`src/cfg_pkg.sv`:
```
// What this block does
// RQ1: two-bit frequency spread level, resets to zero
// RQ2: hot threshold select bits 7:6, default 10
// RQ3: cold threshold select bits 1:0, default 10
// RQ4: bit 0 enables temperature-sense pin handling
// RQ5: reverse hot threshold, 11 disables, default 01
// RQ6: reverse cold threshold bit 5, resets 0
// RQ7: read-only overload timer duration at bit 6
// RQ8: reverse undervoltage limit select, resets 1
// RQ9: passthrough forward only, cleared by watchdog
// RQ10: overcurrent in passthrough clears it, sets high-impedance
// RQ11: bit 3 selects overload re-arm by max time
// RQ12: bit 2 enables three-level overload
// RQ13: bit 1 selects overload upper limit factor
// RQ14: bit 0 enables overload mode
// RQ15: documented reset bytes, reserved bits read zero
// RQ16: register reset restores all defaults
// RQ17: writes to reserved, read-only bits ignored
// RQ18: host uses read-modify-write on whole bytes
`default_nettype none

package cfg_pkg;
    // bus address of the device; value is arbitrary
    localparam logic [6:0] DEV_ADDR    = 7'h35;
    localparam logic [3:0] BYTE_BITS   = 4'h8;

    localparam logic [7:0] SPREAD_ADDR = 8'h1a;
    localparam logic [7:0] THRESH_ADDR = 8'h1b;
    localparam logic [7:0] REGION_ADDR = 8'h1c;
    localparam logic [7:0] REV_ADDR    = 8'h1d;
    localparam logic [7:0] PASS_ADDR   = 8'h1e;

    localparam logic [7:0] SPREAD_RST  = 8'h00;
    localparam logic [7:0] THRESH_RST  = 8'h82;
    localparam logic [7:0] REGION_RST  = 8'h00;
    localparam logic [7:0] REV_RST     = 8'h40;
    localparam logic [7:0] PASS_RST    = 8'h20;

    localparam int SPREAD_LSB   = 3;
    localparam int HOT_LSB      = 6;
    localparam int COLD_LSB     = 0;
    localparam int SENSE_BIT    = 0;
    localparam int REV_HOT_LSB  = 6;
    localparam int REV_COLD_BIT = 5;
    localparam int TIMER_BIT    = 6;
    localparam int UV_BIT       = 5;
    localparam int PASS_BIT     = 4;
    localparam int OVERLOAD_MAX_TIME_BIT     = 3;
    localparam int L3_BIT       = 2;
    localparam int ILIM2_BIT    = 1;
    localparam int OVLD_BIT     = 0;

    typedef enum logic [3:0] {
        ST_IDLE, ST_ADDR, ST_ADDR_ACK, ST_PTR, ST_PTR_ACK,
        ST_WDATA, ST_WDATA_ACK, ST_RDATA, ST_RDATA_ACK
    } i2c_state_e;
endpackage : cfg_pkg

`default_nettype wire

```
`src/sync_2ff.sv`:
```
`default_nettype none

module sync_2ff #(
    parameter int W = 1
) (
    // clock and reset
    input  wire logic         clk,
    input  wire logic         nrst,
    // asynchronous in, synchronised out
    input  wire logic [W-1:0] async_in,
    output logic      [W-1:0] sync_out
);
    logic [W-1:0] stage1_q;

    always_ff @(posedge clk or negedge nrst) begin
        if (!nrst) begin
            stage1_q <= '1;
            sync_out <= '1;
        end else begin
            stage1_q <= async_in;
            sync_out <= stage1_q;
        end
    end
endmodule : sync_2ff

`default_nettype wire

```
`src/converter_config_regs_1a_1e.sv`:
```
`default_nettype none

module converter_config_regs_1a_1e
    import cfg_pkg::*;
(
    // clock and reset
    input  wire logic       clk,
    input  wire logic       nrst,
    // i2c pins, open drain
    input  wire logic       scl_in,
    input  wire logic       sda_in,
    output logic            sda_out,
    output logic            sda_oe,
    // events and status from the converter core
    input  wire logic       reg_reset,
    input  wire logic       watchdog_expired,
    input  wire logic       reverse_mode,
    input  wire logic       output_over_limit,
    input  wire logic       overload_timer_sel,
    // settings to the converter core
    output logic [1:0]      frequency_spreading,
    output logic [1:0]      hot_threshold_sel,
    output logic [1:0]      cold_threshold_sel,
    output logic            thermistor_sense_en,
    output logic [1:0]      rev_hot_threshold_sel,
    output logic            rev_cold_threshold_sel,
    output logic            rev_output_uv_sel,
    output logic            passthrough_en,
    output logic            high_impedance_set,
    output logic            overload_max_timer_en,
    output logic            three_level_overload_en,
    output logic            overload_upper_limit_sel,
    output logic            overload_en
);
    logic [1:0]  pins_s;
    logic        scl_s;
    logic        sda_s;
    logic        scl_d_q;
    logic        sda_d_q;
    logic        scl_rise;
    logic        scl_fall;
    logic        start_c;
    logic        stop_c;
    logic        byte_done;
    i2c_state_e  state_q;
    logic [3:0]  cnt_q;
    logic [7:0]  shift_q;
    logic        rw_q;
    logic        nack_q;
    logic [7:0]  ptr_q;
    logic        wr_stb_q;
    logic [7:0]  wr_addr_q;
    logic [7:0]  wr_data_q;
    logic        load_q;
    logic [7:0]  tx_q;
    logic [7:0]  rd_byte;
    logic        passthrough_q;
    logic [7:0]  img_spread;
    logic [7:0]  img_thresh;
    logic [7:0]  img_region;
    logic [7:0]  img_rev;
    logic [7:0]  img_pass;

    sync_2ff #(.W(2)) u_sync (
        .clk      (clk),
        .nrst     (nrst),
        .async_in ({scl_in, sda_in}),
        .sync_out (pins_s)
    );
    assign scl_s = pins_s[1];
    assign sda_s = pins_s[0];

    always_ff @(posedge clk or negedge nrst) begin
        if (!nrst) begin
            scl_d_q <= 1'b1;
            sda_d_q <= 1'b1;
        end else begin
            scl_d_q <= scl_s;
            sda_d_q <= sda_s;
        end
    end

    assign scl_rise  = scl_s & ~scl_d_q;
    assign scl_fall  = ~scl_s & scl_d_q;
    assign start_c   = scl_s & scl_d_q & sda_d_q & ~sda_s;
    assign stop_c    = scl_s & scl_d_q & ~sda_d_q & sda_s;
    assign byte_done = scl_fall && (cnt_q == BYTE_BITS);

    // protocol sequencer: device address, pointer byte, then data bytes
    always_ff @(posedge clk or negedge nrst) begin
        if (!nrst) begin
            state_q <= ST_IDLE;
            cnt_q   <= 4'h0;
            shift_q <= 8'h00;
            rw_q    <= 1'b0;
            nack_q  <= 1'b0;
        end else if (start_c) begin
            state_q <= ST_ADDR;
            cnt_q   <= 4'h0;
        end else if (stop_c) begin
            state_q <= ST_IDLE;
        end else if (scl_rise) begin
            if (state_q == ST_RDATA_ACK) begin
                nack_q <= sda_s;
            end else begin
                shift_q <= {shift_q[6:0], sda_s};
                cnt_q   <= cnt_q + 4'h1;
            end
        end else if (scl_fall) begin
            unique case (state_q)
                ST_IDLE: begin
                end
                ST_ADDR: begin
                    if (byte_done) begin
                        rw_q    <= shift_q[0];
                        state_q <= (shift_q[7:1] == DEV_ADDR) ?
                                   ST_ADDR_ACK : ST_IDLE;
                    end
                end
                ST_ADDR_ACK: begin
                    cnt_q   <= 4'h0;
                    state_q <= rw_q ? ST_RDATA : ST_PTR;
                end
                ST_PTR: begin
                    if (byte_done) state_q <= ST_PTR_ACK;
                end
                ST_PTR_ACK: begin
                    cnt_q   <= 4'h0;
                    state_q <= ST_WDATA;
                end
                ST_WDATA: begin
                    if (byte_done) state_q <= ST_WDATA_ACK;
                end
                ST_WDATA_ACK: begin
                    cnt_q   <= 4'h0;
                    state_q <= ST_WDATA;
                end
                ST_RDATA: begin
                    if (byte_done) state_q <= ST_RDATA_ACK;
                end
                ST_RDATA_ACK: begin
                    cnt_q   <= 4'h0;
                    state_q <= nack_q ? ST_IDLE : ST_RDATA;
                end
            endcase
        end
    end

    // pointer auto-increments after every byte written or acked on read
    always_ff @(posedge clk or negedge nrst) begin
        if (!nrst) begin
            ptr_q     <= 8'h00;
            wr_stb_q  <= 1'b0;
            wr_addr_q <= 8'h00;
            wr_data_q <= 8'h00;
            load_q    <= 1'b0;
        end else begin
            wr_stb_q <= byte_done && (state_q == ST_WDATA);
            load_q   <= scl_fall && (((state_q == ST_ADDR_ACK) && rw_q) ||
                        ((state_q == ST_RDATA_ACK) && !nack_q));
            if (byte_done && (state_q == ST_WDATA)) begin
                wr_addr_q <= ptr_q;
                wr_data_q <= shift_q;
            end
            if (byte_done && (state_q == ST_PTR)) begin
                ptr_q <= shift_q;
            end else if (wr_stb_q) begin
                ptr_q <= ptr_q + 8'h01;
            end else if (scl_fall && (state_q == ST_RDATA_ACK) && !nack_q) begin
                ptr_q <= ptr_q + 8'h01;
            end
        end
    end

    // read byte is fetched one cycle after the pointer settles
    always_ff @(posedge clk or negedge nrst) begin
        if (!nrst) begin
            tx_q <= 8'hff;
        end else if (load_q) begin
            tx_q <= rd_byte;
        end else if (scl_fall && (state_q == ST_RDATA)) begin
            tx_q <= {tx_q[6:0], 1'b1};
        end
    end

    assign sda_out = 1'b0;
    assign sda_oe  = (state_q == ST_ADDR_ACK) || (state_q == ST_PTR_ACK) ||
                     (state_q == ST_WDATA_ACK) ||
                     ((state_q == ST_RDATA) && !tx_q[7]);

    // writable fields; reserved and read-only positions are never stored
    always_ff @(posedge clk or negedge nrst) begin
        if (!nrst) begin
            frequency_spreading      <= SPREAD_RST[SPREAD_LSB +: 2];
            hot_threshold_sel        <= THRESH_RST[HOT_LSB +: 2];
            cold_threshold_sel       <= THRESH_RST[COLD_LSB +: 2];
            thermistor_sense_en      <= REGION_RST[SENSE_BIT];
            rev_hot_threshold_sel    <= REV_RST[REV_HOT_LSB +: 2];
            rev_cold_threshold_sel   <= REV_RST[REV_COLD_BIT];
            rev_output_uv_sel        <= PASS_RST[UV_BIT];
            overload_max_timer_en    <= PASS_RST[OVERLOAD_MAX_TIME_BIT];
            three_level_overload_en  <= PASS_RST[L3_BIT];
            overload_upper_limit_sel <= PASS_RST[ILIM2_BIT];
            overload_en              <= PASS_RST[OVLD_BIT];
        end else if (reg_reset) begin                            // [RQ16]
            frequency_spreading      <= SPREAD_RST[SPREAD_LSB +: 2]; // [RQ1]
            hot_threshold_sel        <= THRESH_RST[HOT_LSB +: 2];  // [RQ2]
            cold_threshold_sel       <= THRESH_RST[COLD_LSB +: 2]; // [RQ3]
            thermistor_sense_en      <= REGION_RST[SENSE_BIT];     // [RQ4]
            rev_hot_threshold_sel    <= REV_RST[REV_HOT_LSB +: 2]; // [RQ5]
            rev_cold_threshold_sel   <= REV_RST[REV_COLD_BIT];     // [RQ6]
            rev_output_uv_sel        <= PASS_RST[UV_BIT];          // [RQ8]
            overload_max_timer_en    <= PASS_RST[OVERLOAD_MAX_TIME_BIT];        // [RQ11]
            three_level_overload_en  <= PASS_RST[L3_BIT];          // [RQ12]
            overload_upper_limit_sel <= PASS_RST[ILIM2_BIT];       // [RQ13]
            overload_en              <= PASS_RST[OVLD_BIT];        // [RQ14]
        end else if (wr_stb_q) begin                             // [RQ17]
            case (wr_addr_q)
                SPREAD_ADDR: frequency_spreading <=
                    wr_data_q[SPREAD_LSB +: 2];                    // [RQ1]
                THRESH_ADDR: begin
                    hot_threshold_sel  <= wr_data_q[HOT_LSB +: 2];  // [RQ2]
                    cold_threshold_sel <= wr_data_q[COLD_LSB +: 2]; // [RQ3]
                end
                REGION_ADDR: thermistor_sense_en <=
                    wr_data_q[SENSE_BIT];                          // [RQ4]
                REV_ADDR: begin
                    rev_hot_threshold_sel  <=
                        wr_data_q[REV_HOT_LSB +: 2];               // [RQ5]
                    rev_cold_threshold_sel <=
                        wr_data_q[REV_COLD_BIT];                   // [RQ6]
                end
                PASS_ADDR: begin
                    rev_output_uv_sel        <= wr_data_q[UV_BIT];  // [RQ8]
                    overload_max_timer_en    <= wr_data_q[OVERLOAD_MAX_TIME_BIT]; // [RQ11]
                    three_level_overload_en  <= wr_data_q[L3_BIT]; // [RQ12]
                    overload_upper_limit_sel <= wr_data_q[ILIM2_BIT]; // [RQ13]
                    overload_en              <= wr_data_q[OVLD_BIT]; // [RQ14]
                end
                default: begin
                end
            endcase
        end
    end

    // hardware clears win over a host write in the same cycle, so a trip
    // can never be masked by software re-enabling the passthrough
    always_ff @(posedge clk or negedge nrst) begin
        if (!nrst) begin
            passthrough_q <= PASS_RST[PASS_BIT];
        end else if (reg_reset || watchdog_expired) begin         // [RQ9]
            passthrough_q <= PASS_RST[PASS_BIT];
        end else if (passthrough_en && output_over_limit) begin  // [RQ10]
            passthrough_q <= 1'b0;
        end else if (wr_stb_q && (wr_addr_q == PASS_ADDR)) begin
            passthrough_q <= wr_data_q[PASS_BIT];
        end
    end

    always_ff @(posedge clk or negedge nrst) begin
        if (!nrst) begin
            passthrough_en     <= 1'b0;
            high_impedance_set <= 1'b0;
        end else begin
            passthrough_en     <= passthrough_q && !reverse_mode; // [RQ9]
            high_impedance_set <= passthrough_en && output_over_limit &&
                                  passthrough_q;                 // [RQ10]
        end
    end

    // read images with reserved bits as zero [RQ15]
    always_comb begin
        img_spread = 8'h00;
        img_thresh = 8'h00;
        img_region = 8'h00;
        img_rev    = 8'h00;
        img_pass   = 8'h00;
        img_spread[SPREAD_LSB +: 2] = frequency_spreading;
        img_thresh[HOT_LSB +: 2]    = hot_threshold_sel;
        img_thresh[COLD_LSB +: 2]   = cold_threshold_sel;
        img_region[SENSE_BIT]       = thermistor_sense_en;
        img_rev[REV_HOT_LSB +: 2]   = rev_hot_threshold_sel;
        img_rev[REV_COLD_BIT]       = rev_cold_threshold_sel;
        img_pass[TIMER_BIT]         = overload_timer_sel;        // [RQ7]
        img_pass[UV_BIT]            = rev_output_uv_sel;
        img_pass[PASS_BIT]          = passthrough_q;
        img_pass[OVERLOAD_MAX_TIME_BIT]          = overload_max_timer_en;
        img_pass[L3_BIT]            = three_level_overload_en;
        img_pass[ILIM2_BIT]         = overload_upper_limit_sel;
        img_pass[OVLD_BIT]          = overload_en;
    end

    always_comb begin
        case (ptr_q)
            SPREAD_ADDR: rd_byte = img_spread;
            THRESH_ADDR: rd_byte = img_thresh;
            REGION_ADDR: rd_byte = img_region;
            REV_ADDR:    rd_byte = img_rev;
            PASS_ADDR:   rd_byte = img_pass;
            default:     rd_byte = 8'h00;
        endcase
    end
endmodule : converter_config_regs_1a_1e

`default_nettype wire

```
`config.mk`:
```
export PLATFORM = sky130hd
export DESIGN_NAME = converter_config_regs_1a_1e
export DESIGN_NICKNAME = d
export VERILOG_FILES = /design/src/cfg_pkg.sv /design/src/sync_2ff.sv /design/src/converter_config_regs_1a_1e.sv
export SDC_FILE = /design/constraint.sdc
export NUM_CORES = 1
export LEC_CHECK = 0
export BUFFER_PORTS_ARGS = -buffer_cell sky130_fd_sc_hd__buf_2
export CORE_MARGIN = 10
export CORE_UTILIZATION = 35
export CTS_CLUSTER_SIZE = 12
export DETAILED_ROUTE_END_ITERATION = 6
export GPL_TIMING_DRIVEN = 1
export HOLD_SLACK_MARGIN = 0.06
export PLACE_DENSITY_LB_ADDON = 0.1
export SLEW_MARGIN = 25
export SYNTH_ARGS = -nofsm -noshare
export SYNTH_HDL_FRONTEND = slang
export SYNTH_HIERARCHICAL = 1
export SYNTH_SLANG_ARGS = --single-unit
```
`constraint.sdc`:
```
create_clock -name clk -period 2 [get_ports clk]
set_input_delay 0.1 -clock clk [delete_from_list [all_inputs] [get_ports clk]]
set_output_delay 0.1 -clock clk [all_outputs]
set_load 0.05 [all_outputs]
```
Word level (Yosys, flattened, before mapping)
Cells that the tools add are included.
{ "totals": {"reg_bits": 76, "input_bits": 9} }
{ "classes": {"add_sub_neg": 2, "mux": 60, "bitwise": 15, "n_eq_ne": 27, "n_reduce_logical": 47} }
{ "ops": {"columns": ["operator", "n"], "rows": [
  ["equality test 8 x 5 -> 1 bit (second input constant)", 10],
  ["two-way mux 4 bit", 14],
  ["two-way mux 8 bit", 5],
  ["one-hot mux 8 bit (5 select lines)", 1],
  ["one-hot mux 4 bit (7 select lines)", 1],
  ["two-way mux 2 bit", 13],
  ["two-way mux 1 bit", 24],
  ["equality test 4 x 3 -> 1 bit (second input constant)", 4],
  ["inequality test 4 bit (second input constant)", 4],
  ["nonzero test 3 bit", 5],
  ["logical AND 1 bit", 14],
  ["nonzero test 2 bit", 7],
  ["AND reduction 4 bit", 3],
  ["AND reduction 2 bit", 5],
  ["nonzero test 9 bit", 1],
  ["adder 8 x 1 -> 8 bit (second input constant)", 1],
  ["equality test 4 x 2 -> 1 bit (second input constant)", 2],
  ["equality test 4 bit (second input constant)", 2],
  ["NOT 1 bit", 8],
  ["bitwise AND 1 bit", 7],
  ["equality test 7 x 6 -> 1 bit (second input constant)", 1],
  ["AND reduction 7 bit", 1],
  ["two-way mux 3 bit", 2],
  ["AND reduction 6 bit", 1],
  ["9 further kinds", 15]
]} }

Logic depth before layout (Yosys ltp)
{ "depth": {"word_depth": 9, "depth_mapped": 8, "ltp_nobuf": 7} }

Modules after synthesis
Netlist, hierarchy kept.
{ "by_module_without_submodules": {"columns": ["mod", "area_per_inst_um2", "n_inst", "cells_each", "seq_area_each_um2"], "rows": [
  ["converter_config_regs_1a_1e", 3709.8, 1, 345, 1819.2],
  ["sync_2ff", 105.1, 1, 4, 105.1]
]} }

Worst setup path before layout
No wires, ideal clock.
{ "synth_path": {"kind": "reg-to-reg", "from": "register scl_d_q", "to": "register wr_addr_q[4]", "slack_ns": -0.065, "t_required_ns": 1.875, "arrival_ns": 1.940, "stages_incl_launch_ff": 7, "synth_period_minus_slack_ns": 2.065, "cell_sequence": "dfstp_2 ha_1 nand4_2 or4_4 buf_6 buf_12 mux2_4"} }
{ "synth_between": {"elab_chain_cells": 3} }
{ "synth_lines": {"columns": ["element", "line", "source"], "rows": [
  ["from (decl)", "converter_config_regs_1a_1e.sv:38", "logic scl_d_q;"],
  ["from (signal assigned)", "converter_config_regs_1a_1e.sv:78", "scl_d_q <= scl_s;"],
  ["bitwise AND 1 bit", "converter_config_regs_1a_1e.sv:84", "assign scl_fall = ~scl_s & scl_d_q;"],
  ["logical AND 1 bit", "converter_config_regs_1a_1e.sv:87", "assign byte_done = scl_fall && (cnt_q == BYTE_BITS);"],
  ["logical AND 1 bit", "converter_config_regs_1a_1e.sv:161", "if (byte_done && (state_q == ST_WDATA)) begin"],
  ["to (signal assigned)", "converter_config_regs_1a_1e.sv:162", "wr_addr_q <= ptr_q;"],
  ["to (decl)", "converter_config_regs_1a_1e.sv:52", "logic [7:0] wr_addr_q;"]
]} }
Every way passes these cells.
A chain may end at the register's enable or synchronous reset.

Final worst setup path
Ends and elaborated chain as after synthesis.

==> metrics.md <==
| Metric | Value |
|---|---|
| Post-Syn Area | `0.00381 mm²` |
| Pint | `2.74 mW` |
| Most frequent cell after synthesis | `dfrtp_1` |
| Post-synth ARST share | `100%` |
| Clock share of power | `42.5%` |
| Htree depth | `3` |
| Die Span X | `124 µm` |
| Worst IR Drop VDD | `0.363 mV` |
| Synth area leader | `dfrtp_1` |
| Die height | `124 µm` |
| Avg Cell Area, Syn | `10.9 µm²` |
| Num ports | `28` |
| Seq pwr share | `48.8%` |
| Sw Pwr | `0.882 mW` |
| Setup TNS | `0 ns` |
| Pwr dens | `800 mW/mm²` |
| Clock buffer depth | `2` |
| Syn Inst Count | `349` |
| Post-DP HPWL | `6510 µm` |
| Tot GR Track Use | `11.6%` |
| N_diodes | `0` |
| Die area | `0.0155 mm²` |
| Status | `finished, final reports clean` |
| CP Class | `register to register` |
| GR Overflow Total | `0` |
| Filler cell count | `1071` |
| Initial DRC Count | `222` |
| Fin crit period | `1.93 ns` |
| Core region area | `0.0107 mm²` |
| Startpoint Class | `register` |
| Vias | `2712` |
| Drt first pass iters | `4` |
| # setup viols final | `0` |
| CTS Buf Count | `9` |
| Final core utilization | `42.2%` |
| Area of the multi-input gates | `0.00178 mm²` |
| Sequential share of the synthesized area | `50.4%` |
| Register area | `0.00192 mm²` |
| RSZ-0062 raised after global routing | `false` |
| Area contributors post-synth | `dfrtp_1 (38%), dfstp_2 (12%), mux2_2 (6.2%)` |
| CTS tree | `yes` |
| Crit path max-delay family | `simple AND/OR/NAND/NOR gates` |
| CTS Sinks | `76` |
| Initial antenna violation count | `0` |
| Share of layout cells above drive strength 1 | `28.5%` |
| Post-synth top area share | `38.0%` |
| WL final | `8810 µm` |
| Commonest cells post-synth | `dfrtp_1 (58), nand2_1 (30), nor2_1 (24)` |
| Number of global-route vias before repair | `2720` |
| Clk pin slew, worst setup/hold paths | `0.09 ns` |
| Sw Ratio | `24.3%` |
| F_max | `0.517 GHz` |
| Yosys cell types | `56` |
| Average routed wire per standard cell | `16.4 µm` |
| CP endpoint kind | `register` |
| Clock Root Buffer | `clkbuf_8` |
| Slowest CP cell | `or4_4` |
| Pins Over Slew Limit | `0` |
| Pleak | `2.04 nW` |
| Logic pwr share | `8.7%` |
| #FFs+latches synth | `76` |
| Fin. Hold Viols | `0` |
| Period utilization | `96.7%` |
| Ys Warns | `6` |
| Clock skew after layout | `0.0131 ns` |
| Layout area overhead | `18.8%` |
| Avg Vias per Cell | `5.05` |
| Worst path cell trace | `ha_4, nand4_4, or4_4, mux2_4` |
| Buffers on Ports | `26` |
| Placer Congestion | `0.818` |
| Worst Path Arrival | `2.16 ns` |
| Worst skew pair latency | `0.35 ns` |
| Post-synth EDFFs | `0` |
| Max stage delay on crit path | `0.65 ns` |
| Hold Crit Class | `input port to register` |
| Largest net degree at the start of global routing | `49` |
| Starting density of the core | `35.5%` |
| Critical Path Fanout Max | `19` |
| Routed Antenna Nets | `0` |
| DRC | `0` |
| Crit path required time | `2.23 ns` |
| Mapped Nets | `368` |
| Setup bufs post-CTS | `0` |
| Row cnt | `38` |
| Final nets | `411` |
| Hold_ws | `0.120 ns` |
| Max-Cap Viols | `0` |
| Buf+Inv Stages, Crit Path | `0` |
| First-pass GRT wire length | `14900 µm` |
| Ys flop type | `dfrtp_1` |
metrics by stage:
stage	instance area (µm²)	power (mW)	setup slack, ns	cells
2_1_floorplan	3830	1.93	0.0257	349
3_3_place_gp	4180	2.09	0.0837	515
3_5_place_dp	4180	2.09	0.0465	515
4_1_cts	4500	3.66	0.0427	537
5_1_grt	4530	3.79	0.00225	537
6_report	4530	3.63	0.0665	537
layout by cell type, fill, tap and decap left out, drive strengths merged, types with 2 or more instances in the layout:
| cell type | instances |
|---|---|
| nor2 | 24 |
| inv | 16 |
| a22o | 5 |
| o21a | 2 |
| dfstp | 18 |
| mux2 | 26 |
| nand2b | 2 |
| nand4b | 6 |
| nand3 | 7 |
| nor3 | 11 |
| nand4 | 6 |
| nor4 | 2 |
| and2 | 2 |
| nand2 | 30 |
| ha | 10 |
| clkbuf | 10 |
| bufinv | 4 |
| dlygate4sd3 | 6 |
| or3 | 2 |
| dfrtp | 58 |
| o22ai | 3 |
| a211o | 3 |
| a31oi | 2 |
| o21ai | 21 |
| and3 | 4 |
| nor4b | 3 |
| nor2b | 6 |
| xor2 | 5 |
| a32o | 2 |
| o211ai | 4 |
| a21oi | 11 |
| mux2i | 21 |
| xnor2 | 4 |
| o21bai | 4 |
| buf | 42 |
worst paths after layout:
path,from,end,slack (ns),cells after the start
worst max-delay path,scl_d_q$_DFF_PN1_,wr_addr_q[4]$_DFFE_PN0P_,0.07,4
worst min-delay path,reg_reset,rev_cold_threshold_sel$_DFFE_PN0P_,0.12,2
worst max register to register,scl_d_q$_DFF_PN1_,wr_addr_q[4]$_DFFE_PN0P_,0.07,4
worst min register to register,u_sync/stage1_q[1]$_DFF_PN1_,u_sync/sync_out[1]$_DFF_PN1_,0.36,0
max in group asynchronous,nrst,u_sync/stage1_q[0]$_DFF_PN1_,1.14,3
min in group asynchronous,nrst,hot_threshold_sel[0]$_DFFE_PN0P_,0.21,2
flip-flops by register name, summed over array words and instances (netlist names), 4 cells and up:
| name | flops |
|---|---|
| cnt_q | 4 |
| ptr_q | 8 |
| shift_q | 8 |
| state_q | 4 |
| tx_q | 8 |
| wr_addr_q | 8 |
| wr_data_q | 8 |
logic make-up after synthesis:
family                   Yosys count  share of synthesized area (%)
AO/OA/AOI/OAI                     63                           10.9
flip-flops                        76                           50.4
AND/OR/NAND/NOR                  111                           15.6
adder cells (fa/ha/maj)           10                           3.28
buffers and inverters             32                           3.97
XOR/XNOR                           9                           2.07
multiplexers                      47                           13.7
other                              1                         0.0983
routing by layer:
| metal | routed length, µm | vias up | global-route usage (%) |
|---|---|---|---|
| li1 | - | 1335 | - |
| met3 | 289 | 8 | 2.98 |
| met2 | 4050 | 44 | 17.5 |
| met1 | 4400 | 1325 | 16.0 |
| met4 | 74 | 0 | 3.08 |
| met5 | 0 | - | 0 |
area by class of cell:
cell class              instances  area share, %
clock buffers                  10           2.82
clock inverters                 6           3.01
inverters                      16           1.33
multi-input cells             241           39.3
flip-flops and latches         76           42.5
well taps                     140           3.87
repair buffers                 48           7.18
power by group through the flow:
stage	registers, mW	clock network, mW	logic [mW]
5_1_grt	1.78	1.65	0.353
3_5_place_dp	1.79	0	0.298
4_1_cts	1.77	1.59	0.308
3_3_place_gp	1.80	0	0.296
6_report	1.77	1.54	0.315
2_1_floorplan	1.72	0	0.210
timing repair:
item                                    CTS  global route
hold buffers                              6             0
gates resized for setup                   0             6
endpoints found under the setup margin    0            12
endpoints found under the hold margin    42             0
No activity file was read; power rests on OpenSTA's default activity.
